$ cat config.mk
export PLATFORM = sky130hd
export DESIGN_NAME = tcc_timers
export DESIGN_NICKNAME = d
export VERILOG_FILES = /design/src/hw/tcc_pkg.sv /design/src/hw/tcc_timers.sv /design/src/hw/tcc_pin_sync.sv /design/src/hw/tcc_prescaler.sv
export SDC_FILE = /design/constraint.sdc
export NUM_CORES = 1
export LEC_CHECK = 0
export BUFFER_PORTS_ARGS = -buffer_cell sky130_fd_sc_hd__buf_2
export CORE_AREA = 5 5 173 175
export DETAILED_ROUTE_END_ITERATION = 10
export DIE_AREA = 0 0 178 180
export HOLD_SLACK_MARGIN = 0.12
export MAX_ROUTING_LAYER = met4
export PLACE_DENSITY_LB_ADDON = 0.25
export SLEW_MARGIN = 20
export SYNTH_ARGS = -nofsm -noshare
export SYNTH_HDL_FRONTEND = slang
export SYNTH_SLANG_ARGS = --single-unit
$ cat constraint.sdc
create_clock -name pclk -period 4.05 [get_ports pclk]
set_clock_uncertainty 0.05 [all_clocks]
set_input_delay 0 -clock pclk [delete_from_list [all_inputs] [get_ports pclk]]
set_output_delay 0 -clock pclk [all_outputs]
set_load 0.005 [all_outputs]
$ cat src/hw/tcc_pkg.sv
// package of constants, types and helpers for the timer/counter block with clock-out
package tcc_pkg;

    // ----------------------------------------------------------------
    // register map (byte addresses on the apb bus)
    // ----------------------------------------------------------------
    localparam int ADDR_W = 8;
    localparam logic [ADDR_W-1:0] OFS_T01_MODE = 8'h00;
    localparam logic [ADDR_W-1:0] OFS_T01_CTRL = 8'h04;
    localparam logic [ADDR_W-1:0] OFS_T2_CTRL = 8'h08;
    localparam logic [ADDR_W-1:0] OFS_T2_MODE = 8'h0c;
    localparam logic [ADDR_W-1:0] OFS_T0_CNT = 8'h10;
    localparam logic [ADDR_W-1:0] OFS_T1_CNT = 8'h14;
    localparam logic [ADDR_W-1:0] OFS_T2_CNT = 8'h18;
    localparam logic [ADDR_W-1:0] OFS_T2_RELOAD = 8'h1c;
    localparam logic [ADDR_W-1:0] OFS_CLK_CFG = 8'h20;

    // ----------------------------------------------------------------
    // field positions
    // ----------------------------------------------------------------
    // mode nibble: [1:0] mode, [2] count external events, [3] pin-gated run
    localparam int NIB_MODE_LSB = 0;
    localparam int NIB_COUNTER = 2;
    localparam int NIB_GATE = 3;
    localparam int T1_NIB_LSB = 4;
    // timer01_control_reg
    localparam int T0_RUN_BIT = 4;
    localparam int T0_OVF_BIT = 5;
    localparam int T1_RUN_BIT = 6;
    localparam int T1_OVF_BIT = 7;
    // timer2_control_reg
    localparam int T2_CAPTURE_BIT = 0;
    localparam int T2_COUNTER_SEL_BIT = 1;
    localparam int T2_RUN_BIT = 2;
    localparam int T2_TRIG_EN_BIT = 3;
    localparam int T2_TX_BAUD_BIT = 4;
    localparam int T2_RX_BAUD_BIT = 5;
    localparam int T2_EXT_FLAG_BIT = 6;
    localparam int T2_OVF_BIT = 7;
    // timer2_mode_reg
    localparam int T2_CLKOUT_EN_BIT = 1;
    // clock configuration: 1 selects 6 clocks per machine cycle
    localparam int SIX_CLK_BIT = 0;

    // ----------------------------------------------------------------
    // timing: oscillator clocks per count step
    // ----------------------------------------------------------------
    localparam int MC_CLKS_12 = 12;
    localparam int MC_CLKS_6 = 6;
    localparam int CLKOUT_N_12 = 4;
    localparam int CLKOUT_N_6 = 2;
    // the clock-out pin toggles once per overflow, so one count step is n/2 clocks
    localparam int FAST_CLKS_12 = CLKOUT_N_12 / 2;
    localparam int FAST_CLKS_6 = CLKOUT_N_6 / 2;

    localparam logic [15:0] CNT_MAX = 16'hffff;
    localparam logic [7:0] BYTE_MAX = 8'hff;
    localparam logic [4:0] LOW5_MAX = 5'h1f;
    localparam logic [ADDR_W-1:0] RST_BYTE = 8'h00;
    localparam logic [15:0] RST_WORD = 16'h0000;

    typedef enum logic [1:0] {MODE_13BIT, MODE_16BIT, MODE_8BIT_RELOAD, MODE_SPLIT} tcc_mode_e;

    // one count step: next count and overflow
    typedef struct packed {
        logic ovf;
        logic [15:0] cnt;
    } tcc_step_s;

    // input pins after synchronisation: level and falling edge
    typedef struct packed {
        logic p10;
        logic trig;
        logic t1_cnt;
        logic t0_cnt;
        logic irq1;
        logic irq0;
    } tcc_pins_s;

    typedef struct packed {
        tcc_pins_s s1;
        tcc_pins_s s2;
        tcc_pins_s prev;
        tcc_pins_s fall;
    } tcc_sync_s;

    typedef struct packed {
        logic [3:0] cnt;
        logic [1:0] fast_cnt;
        logic mc_tick;
        logic fast_tick;
    } tcc_presc_s;

    typedef struct packed {
        logic [7:0] t01_mode;
        logic [7:0] t01_ctrl;
        logic [7:0] t2_ctrl;
        logic [7:0] t2_mode;
        logic [15:0] t0_cnt;
        logic [15:0] t1_cnt;
        logic [15:0] t2_cnt;
        logic [15:0] t2_reload;
        logic six_clk;
        logic t0_gate_on;
        logic t1_gate_on;
        logic clkout;
        logic clkout_oe;
        logic rx_tick;
        logic tx_tick;
        logic [31:0] prdata;
        logic pready;
        logic pslverr;
    } tcc_state_s;

    // advance a count by one in modes 0 to 2 of the first two timers
    function automatic tcc_step_s tcc_step(input tcc_mode_e mode, input logic [15:0] cnt);
        tcc_step_s r;
        r.ovf = 1'b0;
        r.cnt = cnt;
        unique case (mode)
            MODE_13BIT:
            begin
                r.cnt[4:0] = cnt[4:0] + 5'h01;
                r.cnt[7:5] = 3'h0;
                if (cnt[4:0] == LOW5_MAX)
                begin
                    r.cnt[15:8] = cnt[15:8] + 8'h01;
                    r.ovf = (cnt[15:8] == BYTE_MAX);
                end
            end
            MODE_16BIT:
            begin
                r.cnt = cnt + 16'h0001;
                r.ovf = (cnt == CNT_MAX);
            end
            MODE_8BIT_RELOAD:
            begin
                r.ovf = (cnt[7:0] == BYTE_MAX);
                r.cnt[7:0] = r.ovf ? cnt[15:8] : cnt[7:0] + 8'h01;
            end
            MODE_SPLIT:
            begin
                r.cnt = cnt;
            end
        endcase
        return r;
    endfunction

endpackage

$ cat src/hw/tcc_timers.sv
// three 16-bit timer/counters with baud ticks and programmable clock-out, apb slave
//
// Overview of operation
// - timer0 mode nibble: 13/16-bit, 8-bit reload, split; +4 counts events, +8 pin gate
// - internal control: timer0 runs while its run bit is set
// - external control: timer0 toggled on/off by irq0 pin falls while run bit set
// - timer1 uses upper nibble, same modes; mode 3 holds count still
// - internal control: timer1 runs according to its own run bit
// - external control: timer1 toggled on/off by irq1 pin falls while run bit set
// - timer2 control: reload 00h, capture 01h, +02h counts events, +08h trigger pin
// - timer2 baud generator for both, receive only or transmit only directions
// - internal control: timer2 reloads on overflow, or in capture mode wraps to 0000h
// - external control: also capture or reload on trigger pin fall
// - in baud mode trigger pin fall causes no capture or reload
// - timer2 drives a 50% duty clock on port pin p10
// - same pin is timer2 external count input otherwise
// - clock-out frequency is fosc over n times (65536 minus reload), n 2 or 4
// - timer2 overflows raise no flag while clock-out is active
// - baud generation and clock-out may run together
//
// Decided for this implementation: register access over APB and the address map.
`timescale 1ns/1ns
`default_nettype none
module tcc_timers
    import tcc_pkg::*;
(
    input wire logic pclk,
    input wire logic presetn,
    input wire logic ce,
    input wire logic psel,
    input wire logic penable,
    input wire logic pwrite,
    input wire logic [ADDR_W-1:0] paddr,
    input wire logic [31:0] pwdata,
    output logic [31:0] prdata,
    output logic pready,
    output logic pslverr,
    input wire logic ext_irq0_pin,
    input wire logic ext_irq1_pin,
    input wire logic t0_count_pin,
    input wire logic t1_count_pin,
    input wire logic timer2_trigger_pin,
    input wire logic p10_pin_i,
    output logic p10_pin_o,
    output logic p10_pin_oe,
    output logic t0_ovf_flag,
    output logic t1_ovf_flag,
    output logic t2_ovf_flag,
    output logic t2_ext_flag,
    output logic baud_rx_tick,
    output logic baud_tx_tick
);

    // ----------------------------------------------------------------
    // pin synchronisers and tick generator
    // ----------------------------------------------------------------
    tcc_pins_s pins_raw;
    tcc_pins_s pins_fall;
    logic mc_tick;
    logic fast_tick;
    tcc_state_s s_r;
    tcc_state_s s_nxt;

    always_comb
    begin
        pins_raw.irq0 = ext_irq0_pin;
        pins_raw.irq1 = ext_irq1_pin;
        pins_raw.t0_cnt = t0_count_pin;
        pins_raw.t1_cnt = t1_count_pin;
        pins_raw.trig = timer2_trigger_pin;
        // while driving p10 the pin reads back our own clock; it is ignored then
        pins_raw.p10 = p10_pin_i;
    end

    tcc_pin_sync u_sync
    (
        .pclk(pclk),
        .presetn(presetn),
        .ce(ce),
        .pins(pins_raw),
        .level(),
        .fall(pins_fall)
    );

    tcc_prescaler u_presc
    (
        .pclk(pclk),
        .presetn(presetn),
        .ce(ce),
        .six_clk(s_r.six_clk),
        .mc_tick(mc_tick),
        .fast_tick(fast_tick)
    );

    // ----------------------------------------------------------------
    // decoded control
    // ----------------------------------------------------------------
    tcc_mode_e t0_mode;
    tcc_mode_e t1_mode;
    logic t0_run;
    logic t1_run;
    logic t0_step;
    logic t1_step;
    logic t2_counter_sel;
    logic t2_baud;
    logic t2_clkout_mode;
    logic t2_fast;
    logic t2_capture;
    logic t2_step;
    logic t2_trig;
    logic acc;
    logic wr;
    logic rd_hit;
    logic [31:0] rd_val;
    tcc_step_s st0;
    tcc_step_s st1;
    logic t0_ovf_set;
    logic t1_ovf_set;
    logic t2_ovf_set;
    logic t2_ext_set;

    always_comb
    begin
        t0_mode = tcc_mode_e'(s_r.t01_mode[NIB_MODE_LSB +: 2]);
        t1_mode = tcc_mode_e'(s_r.t01_mode[T1_NIB_LSB + NIB_MODE_LSB +: 2]);
        // run: software bit alone, or software bit and pin-toggled gate
        t0_run = s_r.t01_ctrl[T0_RUN_BIT]
            & (~s_r.t01_mode[NIB_GATE] | s_r.t0_gate_on);
        t1_run = s_r.t01_ctrl[T1_RUN_BIT]
            & (~s_r.t01_mode[T1_NIB_LSB + NIB_GATE] | s_r.t1_gate_on);
        // count source: machine cycle, or falling edge on the count pin
        t0_step = s_r.t01_mode[NIB_COUNTER] ? pins_fall.t0_cnt : mc_tick;
        t1_step = s_r.t01_mode[T1_NIB_LSB + NIB_COUNTER] ? pins_fall.t1_cnt : mc_tick;
        t2_counter_sel = s_r.t2_ctrl[T2_COUNTER_SEL_BIT];
        t2_baud = s_r.t2_ctrl[T2_RX_BAUD_BIT] | s_r.t2_ctrl[T2_TX_BAUD_BIT];
        t2_clkout_mode = s_r.t2_mode[T2_CLKOUT_EN_BIT] & ~t2_counter_sel;
        // baud and clock-out modes count at n/2 oscillator clocks per step
        t2_fast = t2_baud | t2_clkout_mode;
        t2_capture = s_r.t2_ctrl[T2_CAPTURE_BIT] & ~t2_fast;
        t2_step = s_r.t2_ctrl[T2_RUN_BIT]
            & (t2_counter_sel ? pins_fall.p10 : (t2_fast ? fast_tick : mc_tick));
        t2_trig = s_r.t2_ctrl[T2_TRIG_EN_BIT] & pins_fall.trig;
        st0 = tcc_step(t0_mode, s_r.t0_cnt);
        st1 = tcc_step(t1_mode, s_r.t1_cnt);
        acc = ce & psel & penable & ~s_r.pready;
        wr = ce & psel & penable & s_r.pready & pwrite;
    end

    // ----------------------------------------------------------------
    // apb read mux
    // ----------------------------------------------------------------
    always_comb
    begin
        rd_hit = 1'b1;
        rd_val = '0;
        unique case (paddr)
            OFS_T01_MODE: rd_val[7:0] = s_r.t01_mode;
            OFS_T01_CTRL: rd_val[7:0] = s_r.t01_ctrl;
            OFS_T2_CTRL: rd_val[7:0] = s_r.t2_ctrl;
            OFS_T2_MODE: rd_val[7:0] = s_r.t2_mode;
            OFS_T0_CNT: rd_val[15:0] = s_r.t0_cnt;
            OFS_T1_CNT: rd_val[15:0] = s_r.t1_cnt;
            OFS_T2_CNT: rd_val[15:0] = s_r.t2_cnt;
            OFS_T2_RELOAD: rd_val[15:0] = s_r.t2_reload;
            OFS_CLK_CFG: rd_val[SIX_CLK_BIT] = s_r.six_clk;
            default: rd_hit = 1'b0;
        endcase
    end

    // ----------------------------------------------------------------
    // next state
    // ----------------------------------------------------------------
    always_comb
    begin
        s_nxt = s_r;
        t0_ovf_set = 1'b0;
        t1_ovf_set = 1'b0;
        t2_ovf_set = 1'b0;
        t2_ext_set = 1'b0;
        if (ce)
        begin
            s_nxt.rx_tick = 1'b0;
            s_nxt.tx_tick = 1'b0;

            // apb: access phase takes two cycles; pready rises in the second
            s_nxt.pready = acc;
            // error stands only with its ready pulse, so the pin needs no gate
            s_nxt.pslverr = acc & ~rd_hit;
            if (acc)
            begin
                s_nxt.prdata = (!pwrite && rd_hit) ? rd_val : '0;
            end

            // pin gate: each falling edge toggles run while the run bit is set
            if (!s_r.t01_ctrl[T0_RUN_BIT])
                s_nxt.t0_gate_on = 1'b0;
            else if (pins_fall.irq0)
                s_nxt.t0_gate_on = ~s_r.t0_gate_on;
            if (!s_r.t01_ctrl[T1_RUN_BIT])
                s_nxt.t1_gate_on = 1'b0;
            else if (pins_fall.irq1)
                s_nxt.t1_gate_on = ~s_r.t1_gate_on;

            // timer0; in split mode its high byte borrows timer1's run bit and flag
            if (t0_mode == MODE_SPLIT)
            begin
                if (t0_run && t0_step)
                begin
                    s_nxt.t0_cnt[7:0] = s_r.t0_cnt[7:0] + 8'h01;
                    t0_ovf_set = (s_r.t0_cnt[7:0] == BYTE_MAX);
                end
                if (s_r.t01_ctrl[T1_RUN_BIT] && mc_tick)
                begin
                    s_nxt.t0_cnt[15:8] = s_r.t0_cnt[15:8] + 8'h01;
                    t1_ovf_set = (s_r.t0_cnt[15:8] == BYTE_MAX);
                end
            end
            else if (t0_run && t0_step)
            begin
                s_nxt.t0_cnt = st0.cnt;
                t0_ovf_set = st0.ovf;
            end

            // timer1 holds in mode 3 and has no flag while timer0 is split
            if (t1_mode != MODE_SPLIT && t1_run && t1_step)
            begin
                s_nxt.t1_cnt = st1.cnt;
                t1_ovf_set = t1_ovf_set | (st1.ovf & (t0_mode != MODE_SPLIT));
            end

            // timer2 counting, overflow reload or wrap
            if (t2_step)
            begin
                if (s_r.t2_cnt == CNT_MAX)
                begin
                    s_nxt.t2_cnt = t2_capture ? RST_WORD : s_r.t2_reload;
                    t2_ovf_set = ~t2_fast;
                    s_nxt.rx_tick = s_r.t2_ctrl[T2_RX_BAUD_BIT];
                    s_nxt.tx_tick = s_r.t2_ctrl[T2_TX_BAUD_BIT];
                    if (t2_clkout_mode)
                        s_nxt.clkout = ~s_r.clkout;
                end
                else
                    s_nxt.t2_cnt = s_r.t2_cnt + 16'h0001;
            end

            // timer2 trigger pin: flag always, capture or reload outside baud mode
            if (t2_trig)
            begin
                t2_ext_set = 1'b1;
                if (!t2_baud)
                begin
                    if (t2_capture)
                        s_nxt.t2_reload = s_r.t2_cnt;
                    else
                        s_nxt.t2_cnt = s_r.t2_reload;
                end
            end

            // pin drive follows clock-out mode; idle level low when released
            s_nxt.clkout_oe = t2_clkout_mode;
            if (!t2_clkout_mode)
                s_nxt.clkout = 1'b0;

            // apb writes take effect at the edge where pready is sampled high
            if (wr)
            begin
                unique case (paddr)
                    OFS_T01_MODE: s_nxt.t01_mode = pwdata[7:0];
                    OFS_T01_CTRL: s_nxt.t01_ctrl = pwdata[7:0];
                    OFS_T2_CTRL: s_nxt.t2_ctrl = pwdata[7:0];
                    OFS_T2_MODE: s_nxt.t2_mode = pwdata[7:0];
                    OFS_T0_CNT: s_nxt.t0_cnt = pwdata[15:0];
                    OFS_T1_CNT: s_nxt.t1_cnt = pwdata[15:0];
                    OFS_T2_CNT: s_nxt.t2_cnt = pwdata[15:0];
                    OFS_T2_RELOAD: s_nxt.t2_reload = pwdata[15:0];
                    OFS_CLK_CFG: s_nxt.six_clk = pwdata[SIX_CLK_BIT];
                    default: s_nxt.t01_mode = s_r.t01_mode;
                endcase
            end

            // hardware set wins over a software clear in the same cycle
            s_nxt.t01_ctrl[T0_OVF_BIT] = s_nxt.t01_ctrl[T0_OVF_BIT] | t0_ovf_set;
            s_nxt.t01_ctrl[T1_OVF_BIT] = s_nxt.t01_ctrl[T1_OVF_BIT] | t1_ovf_set;
            s_nxt.t2_ctrl[T2_OVF_BIT] = s_nxt.t2_ctrl[T2_OVF_BIT] | t2_ovf_set;
            s_nxt.t2_ctrl[T2_EXT_FLAG_BIT] = s_nxt.t2_ctrl[T2_EXT_FLAG_BIT] | t2_ext_set;
        end
    end

    // ----------------------------------------------------------------
    // state register
    // ----------------------------------------------------------------
    always_ff @(posedge pclk or negedge presetn)
    begin
        if (!presetn)
            s_r <= '0;
        else
            s_r <= s_nxt;
    end

    // outputs straight from the state register
    assign prdata = s_r.prdata;
    assign pready = s_r.pready;
    assign pslverr = s_r.pslverr;
    assign p10_pin_o = s_r.clkout;
    assign p10_pin_oe = s_r.clkout_oe;
    assign t0_ovf_flag = s_r.t01_ctrl[T0_OVF_BIT];
    assign t1_ovf_flag = s_r.t01_ctrl[T1_OVF_BIT];
    assign t2_ovf_flag = s_r.t2_ctrl[T2_OVF_BIT];
    assign t2_ext_flag = s_r.t2_ctrl[T2_EXT_FLAG_BIT];
    assign baud_rx_tick = s_r.rx_tick;
    assign baud_tx_tick = s_r.tx_tick;

endmodule
`default_nettype wire

$ cat src/hw/tcc_pin_sync.sv
// two-stage synchroniser and falling-edge detector for the external pins
`timescale 1ns/1ns
`default_nettype none
module tcc_pin_sync
    import tcc_pkg::*;
(
    input wire logic pclk,
    input wire logic presetn,
    input wire logic ce,
    input wire tcc_pins_s pins,
    output tcc_pins_s level,
    output tcc_pins_s fall
);

    tcc_sync_s s_r;
    tcc_sync_s s_nxt;

    // ----------------------------------------------------------------
    // next state: only the second stage feeds the edge logic
    // ----------------------------------------------------------------
    always_comb
    begin
        s_nxt = s_r;
        if (ce)
        begin
            s_nxt.s1 = pins;
            s_nxt.s2 = s_r.s1;
            s_nxt.prev = s_r.s2;
            s_nxt.fall = s_r.prev & ~s_r.s2;
        end
    end

    // stages reset to the idle-high level and the edge flop to none, so no false edge follows release
    always_ff @(posedge pclk or negedge presetn)
    begin
        if (!presetn)
            s_r <= '{s1: '1, s2: '1, prev: '1, fall: '0};
        else
            s_r <= s_nxt;
    end

    assign level = s_r.s2;
    assign fall = s_r.fall & {$bits(tcc_pins_s){ce}};

endmodule
`default_nettype wire

$ cat src/hw/tcc_prescaler.sv
// machine-cycle and fast count-step tick generator
`timescale 1ns/1ns
`default_nettype none
module tcc_prescaler
    import tcc_pkg::*;
(
    input wire logic pclk,
    input wire logic presetn,
    input wire logic ce,
    input wire logic six_clk,
    output logic mc_tick,
    output logic fast_tick
);

    tcc_presc_s s_r;
    tcc_presc_s s_nxt;
    logic [3:0] mc_last;
    logic [1:0] fast_last;

    // ----------------------------------------------------------------
    // free-running dividers, restarted at the terminal count
    // ----------------------------------------------------------------
    always_comb
    begin
        mc_last = six_clk ? 4'(MC_CLKS_6 - 1) : 4'(MC_CLKS_12 - 1);
        fast_last = six_clk ? 2'(FAST_CLKS_6 - 1) : 2'(FAST_CLKS_12 - 1);
        s_nxt = s_r;
        if (ce)
        begin
            s_nxt.mc_tick = (s_r.cnt >= mc_last);
            s_nxt.cnt = s_nxt.mc_tick ? 4'h0 : s_r.cnt + 4'h1;
            s_nxt.fast_tick = (s_r.fast_cnt >= fast_last);
            s_nxt.fast_cnt = s_nxt.fast_tick ? 2'h0 : s_r.fast_cnt + 2'h1;
        end
    end

    always_ff @(posedge pclk or negedge presetn)
    begin
        if (!presetn)
            s_r <= '0;
        else
            s_r <= s_nxt;
    end

    // ticks are one-cycle pulses, but fast_tick stays high every cycle in 6-clock mode; gated by ce so a frozen block sees none
    assign mc_tick = s_r.mc_tick & ce;
    assign fast_tick = s_r.fast_tick & ce;

endmodule
`default_nettype wire

[Word level (Yosys, flattened, before mapping)]
Index checks and enable logic that the tools add are counted.
Cells by class
  add/subtract/negate cells: 11
  eq/ne operators: 35
  reduce and logical (&&, ||, !) cells: 19
  bitwise operators: 36
  multiplexer cells: 69
  order comparisons: 2
Operators by type and width (count)
  2-to-1 mux 16 bit: 13
  2-to-1 mux 97 bit: 2
  2-to-1 mux 32 bit: 2
  2-to-1 mux 8 bit: 8
  case mux 8 bit (4 select lines): 2
  case mux 7 bit (8 select lines): 1
  adder 16 x 1 -> 16 bit (second input constant): 3
  equality test 16 bit (second input constant): 3
  adder 8 x 1 -> 8 bit (second input constant): 4
  equality test 8 x 5 -> 1 bit (second input constant): 4
  equality test 8 bit (second input constant): 4
  case mux 8 bit (2 select lines): 2
  2-to-1 mux 1 bit: 28
  case mux 8 bit (3 select lines): 1
  2-to-1 mux 9 bit: 2
  AND reduction 3 bit: 6
  equality test 8 x 4 -> 1 bit (second input constant): 2
  != test 2 x 1 -> 1 bit (second input constant): 8
  AND 1 bit: 15
  AND 6 bit: 2
  adder 5 x 1 -> 5 bit (second input constant): 2
  equality test 5 bit (second input constant): 2
  inverter 1 bit: 9
  OR 1 bit: 9
  other kinds (20): 38
Storage, ports and cells
  output and inout bits: 42
  input port bits: 52
  register bits after elaboration: 169
  word-level logic and storage cells: 220

[Depth between registers and ports, before layout]
  depth after elaboration: 15
  depth in mapped cells: 11
  gate-level depth less buffers: 10

[Modules after synthesis]
A second synthesis with hierarchy kept.
Second synthesis, totals
  cell total of the unflattened synthesis: 1176
  area, all modules: 10406.2 um^2
By module, submodules not included
  tcc_timers: cells an instance 1055, instances 1, area each 8832.2 um^2
  tcc_pin_sync: cells an instance 76, instances 1, area each 1083.5 um^2
  tcc_prescaler: cells an instance 45, instances 1, area each 490.5 um^2

[Least setup slack after synthesis]
OpenSTA, ideal clock, no wires.
  kind: reg-to-reg
  start: register s_r[89] (netlist bit)
  end: register s_r[97] (netlist bit)
  data arrival time: 1.927 ns
  library setup time: 0.129 ns
  setup slack: 1.944 ns
  path buffers: 1
  data required time: 3.871 ns
  stages on the path, launching flop included: 10
  cells stage by stage: dfrtp_1 ha_1 nand3_1 inv_1 ha_1 clkbuf_1 a221oi_1 a21oi_1 a221oi_1 o21ai_0
On the way
  cells in the longest elaborated chain, start to end: 8
Ends and longest elaborated chain
  start, declared: line tcc_timers.sv:61  | tcc_state_s s_r;
  start signal, assigned: line tcc_timers.sv:298  | s_r <= s_nxt;
  parallel branches: the longest is 2 deep, another holds adder 16 x 1 -> 16 bit
  case mux 8 bit (2 select lines) *: line tcc_pkg.sv:120  | unique case (mode)
  2-to-1 mux 16 bit *: line tcc_timers.sv:218  | else if (t0_run && t0_step)
  2-to-1 mux 16 bit *: line tcc_timers.sv:205  | if (t0_mode == MODE_SPLIT)
  2-to-1 mux 16 bit: line tcc_timers.sv:268  | unique case (paddr)
  2-to-1 mux 97 bit *: line tcc_timers.sv:266  | if (wr)
  2-to-1 mux 97 bit *: line tcc_timers.sv:180  | if (ce)
Every way passes the cells marked *. The select of a mux whose other input is x is not followed.
A chain may end at the register's enable or synchronous reset.

[Worst setup path after layout]
  start: register s_r[130] (netlist bit)
  end: register s_r[97] (netlist bit)
On the way
  cells in the longest elaborated chain, start to end: 7
Ends and longest elaborated chain (line)
  equality test 2 x 1 -> 1 bit / zero test 2 bit (equally long branches): tcc_pkg.sv:120
  case mux 8 bit (2 select lines): tcc_pkg.sv:120
  2-to-1 mux 16 bit: tcc_timers.sv:218
  2-to-1 mux 16 bit *: tcc_timers.sv:205
  2-to-1 mux 16 bit: tcc_timers.sv:268
  2-to-1 mux 97 bit *: tcc_timers.sv:266
  2-to-1 mux 97 bit *: tcc_timers.sv:180
Mark *: on every way between the ends. The rest lies on a longest branch, timed or not. The select of a mux whose other input is x is not followed.

==> impl_metrics.env <==
export IMPL_status="finished clean"
export IMPL_max_stage_delay_ns=0.62
export IMPL_fin_crit_ns=2.77
export IMPL_synthCells=1085
export IMPL_drtIter0Drc=847
export IMPL_stdcell_count=1522
export IMPL_critical_path_class="reg2reg"
export IMPL_rsz0062_at_grt="no"
export IMPL_synth_seq_area_share_pct=39.7
export IMPL_fin_tns_setup_ns=0
export IMPL_num_fill_cells=2858
export IMPL_antenna_found_initial=0
export IMPL_synth_area_top_cells="dfrtp_1, mux2_2, dfstp_2"
export IMPL_htreeDepth=4
export IMPL_max_freq_mhz=362
export IMPL_dr_total_vias=8693
export IMPL_clockBufferDepth=2
export IMPL_p_leak_nw=4.66
export IMPL_synth_area_um2=9690
export IMPL_numPortBuffers=61
export IMPL_vias_per_cell=5.71
export IMPL_worstSetupEndpointType="flop"
export IMPL_hold_path_depth=5
export IMPL_critical_path_depth=6
export IMPL_die_x_um=178
export IMPL_hold_path_class="in2reg"
export IMPL_rows=62
export IMPL_ys_types=82
export IMPL_yosysTopAreaCellShare_pct=34.9
export IMPL_cts_tree="built"
export IMPL_setup_ws_ns=1.28
export IMPL_grt_pass1_vias=8453
export IMPL_drt_antenna_violating_nets=0
export IMPL_maxSlewViolCount=0
export IMPL_critPathRequiredTime_ns=4.31
export IMPL_worstSkewPairLatency_ns=0.44
export IMPL_nets=1195
export IMPL_crit_path_start_kind="flop"
export IMPL_antenna_cells=0
export IMPL_r2r_cells=6
export IMPL_numPlacedInstances=1461
export IMPL_firstDrtPassIters=7
export IMPL_yosys_most_used_dff="dfrtp_1"
export IMPL_powerDensity_nw_per_um2=366
export IMPL_ctsHoldBuffers=27
export IMPL_cts_sinks=153
export IMPL_hpwl_mm=22.9
export IMPL_grt_remaining_overflow=0
export IMPL_postCtsResizedCells=0
export IMPL_final_area_um2=11100
export IMPL_vdd_drop_max_mv=0.222
export IMPL_drc=0
export IMPL_cts_setup_buffers=0
export IMPL_drive_gt1_share_pct=17.7
export IMPL_crit_fanout=14
export IMPL_period_share_pct=68.3
export IMPL_multi_input_area_um2=5270
export IMPL_grt_pass1_wl_mm=50.3
export IMPL_cts_clk_slew_worst_paths_ns=0.07
export IMPL_coreArea_um2=28300
export IMPL_drv_cap=0
export IMPL_chipHeight_um=180
export IMPL_cp_common_cell="o21ai_0"
export IMPL_path_cells="ha_1 -> nor4_2 -> o21ai_0 -> and2_1 -> a221oi_1 -> o21ai_0"
export IMPL_grtUsageTotal_pct=20.6
export IMPL_timing_critical_path_buf_inv=0
export IMPL_grt_start_max_net_pins=102
export IMPL_yosys_warnings=0
export IMPL_die_area_um2=32000
export IMPL_cts_inserted_buffers=17
export IMPL_syn_area_per_cell_um2=8.93
export IMPL_path_delay_family="simple AND/OR/NAND/NOR gates"
export IMPL_gp_congestion=0.933
export IMPL_synthArstFlopShare_pct=100
export IMPL_start_util_pct=34.2
export IMPL_yosysTopAreaCell="dfrtp_1"
export IMPL_cp_slowest_cell="nor4_2"
export IMPL_cp_data_arrival_time_ns=3.03
export IMPL_synth_edf_count=0
export IMPL_root_buffer="clkbuf_16"
export IMPL_synth_most_common_cell="dfrtp_1"
export IMPL_fin_util_pct=39.0
export IMPL_wirelength_mm=32.0
export IMPL_synthTopCellsByCount="dfrtp_1, nor2_1, nand2_1"
export IMPL_final_seq_area_um2=3850
export IMPL_finalSetupViolCount=0
export IMPL_hold_viol_final=0
export IMPL_worstMarginPinSlew_ns=0.901
export IMPL_pin_count=94
export IMPL_area_growth_pct=14.1
export IMPL_synth_seq_cells=153
export IMPL_place_ws_ns=1.33
export IMPL_routedWlPerCell_um=21.0
export IMPL_place_area_um2=10100
export IMPL_relSlewSlack_pct=39.5
==> where the power goes <==
group          leakage, nW  internal (mW)  switching [mW]
clock network        0.296          0.885           0.780
registers             1.98           1.67           0.180
logic                 2.39          0.233           0.297
==> final cells by class <==
cell class              instances  share of cell area [%]
repair buffers                104                    6.55
flip-flops and latches        153                    34.8
multi-input cells             816                    47.7
inverters                      33                    1.12
clock inverters                15                    1.60
clock buffers                  17                    3.85
well taps                     384                    4.35
==> cell families after synthesis <==
logic type      Yosys count  share of synthesized area (%)
mux                      83                           9.48
simple gates            381                           19.7
other cells               1                         0.0387
flops                   153                           39.7
fa+ha+maj                18                           2.32
xor+xnor                 13                           1.17
compound gates          305                           21.1
buf+inv                 131                           6.51
==> worst register-to-register path, cell delays in order (launching register included) <==
cell and delay (ns):
dfrtp_1 0.44, ha_1 0.41, nor4_2 0.63, o21ai_0 0.36, and2_1 0.31, a221oi_1 0.33, o21ai_0 0.12
==> layout by cell type (no fill, tap or decap), types with 14 or more instances in the layout <==
cell type | synthesis | routed
nand2_1 | 100 | 99
nor3_1 | 20 | 20
mux2_2 | 50 | 50
dfstp_2 | 18 | 18
mux2i_1 | 31 | 31
nand3_1 | 45 | 45
nand4_1 | 21 | 21
and3_1 | 15 | 15
o21ai_0 | 73 | 73
buf_4 | 32 | 14
dlygate4sd3_1 | 0 | 28
nor2_1 | 104 | 104
clkbuf_16 | 0 | 17
a21oi_1 | 68 | 68
dfrtp_1 | 135 | 135
a31oi_1 | 14 | 14
inv_1 | 33 | 33
buf_2 | 9 | 60
a22o_1 | 18 | 18
a221oi_1 | 25 | 25
conb_1 | 1 | 16
ha_1 | 18 | 18
==> worst paths after layout <==
| check | from | endpoint | slack [ns] |
|---|---|---|---|
| worst max-delay path | s_r[130] | s_r[97] | 1.28 |
| worst min-delay path | paddr[7] | s_r[40] | 0.18 |
| worst max register to register | s_r[130] | s_r[97] | 1.28 |
| worst min register to register | prdata[15] | prdata[15] | 0.42 |
| max in group asynchronous | presetn | u_sync.s_r[6] | 2.29 |
| min in group asynchronous | presetn | s_r[99] | 0.49 |
==> registers in the layout, summed over array words and instances (netlist names) <==
register	cells
u_sync.s_r	18
u_presc.s_r	8
t0_ovf_flag	1
u_sync.level	6
t1_ovf_flag	1
p10_pin_o	1
p10_pin_oe	1
pready	1
baud_tx_tick	1
t2_ext_flag	1
baud_rx_tick	1
pslverr	1
t2_ovf_flag	1
prdata	16
s_r	95
==> routing by layer <==
metal	global-route usage (%)	vias to the layer above	wire length (µm)
met1	28.9	4266	14900
li1	-	4063	-
met3	3.78	66	2010
met5	-	-	0
met2	29.8	298	14100
met4	7.43	0	982
==> metrics by stage <==
stage	total power, mW	hold WS [ns]
6_report	4.05	0.180
5_1_grt	4.23	0.202
4_1_cts	4.07	0.154
3_5_place_dp	2.38	0.149
3_3_place_gp	2.37	0.149
2_1_floorplan	2.17	-0.346
(Power assumes the default switching activity.)
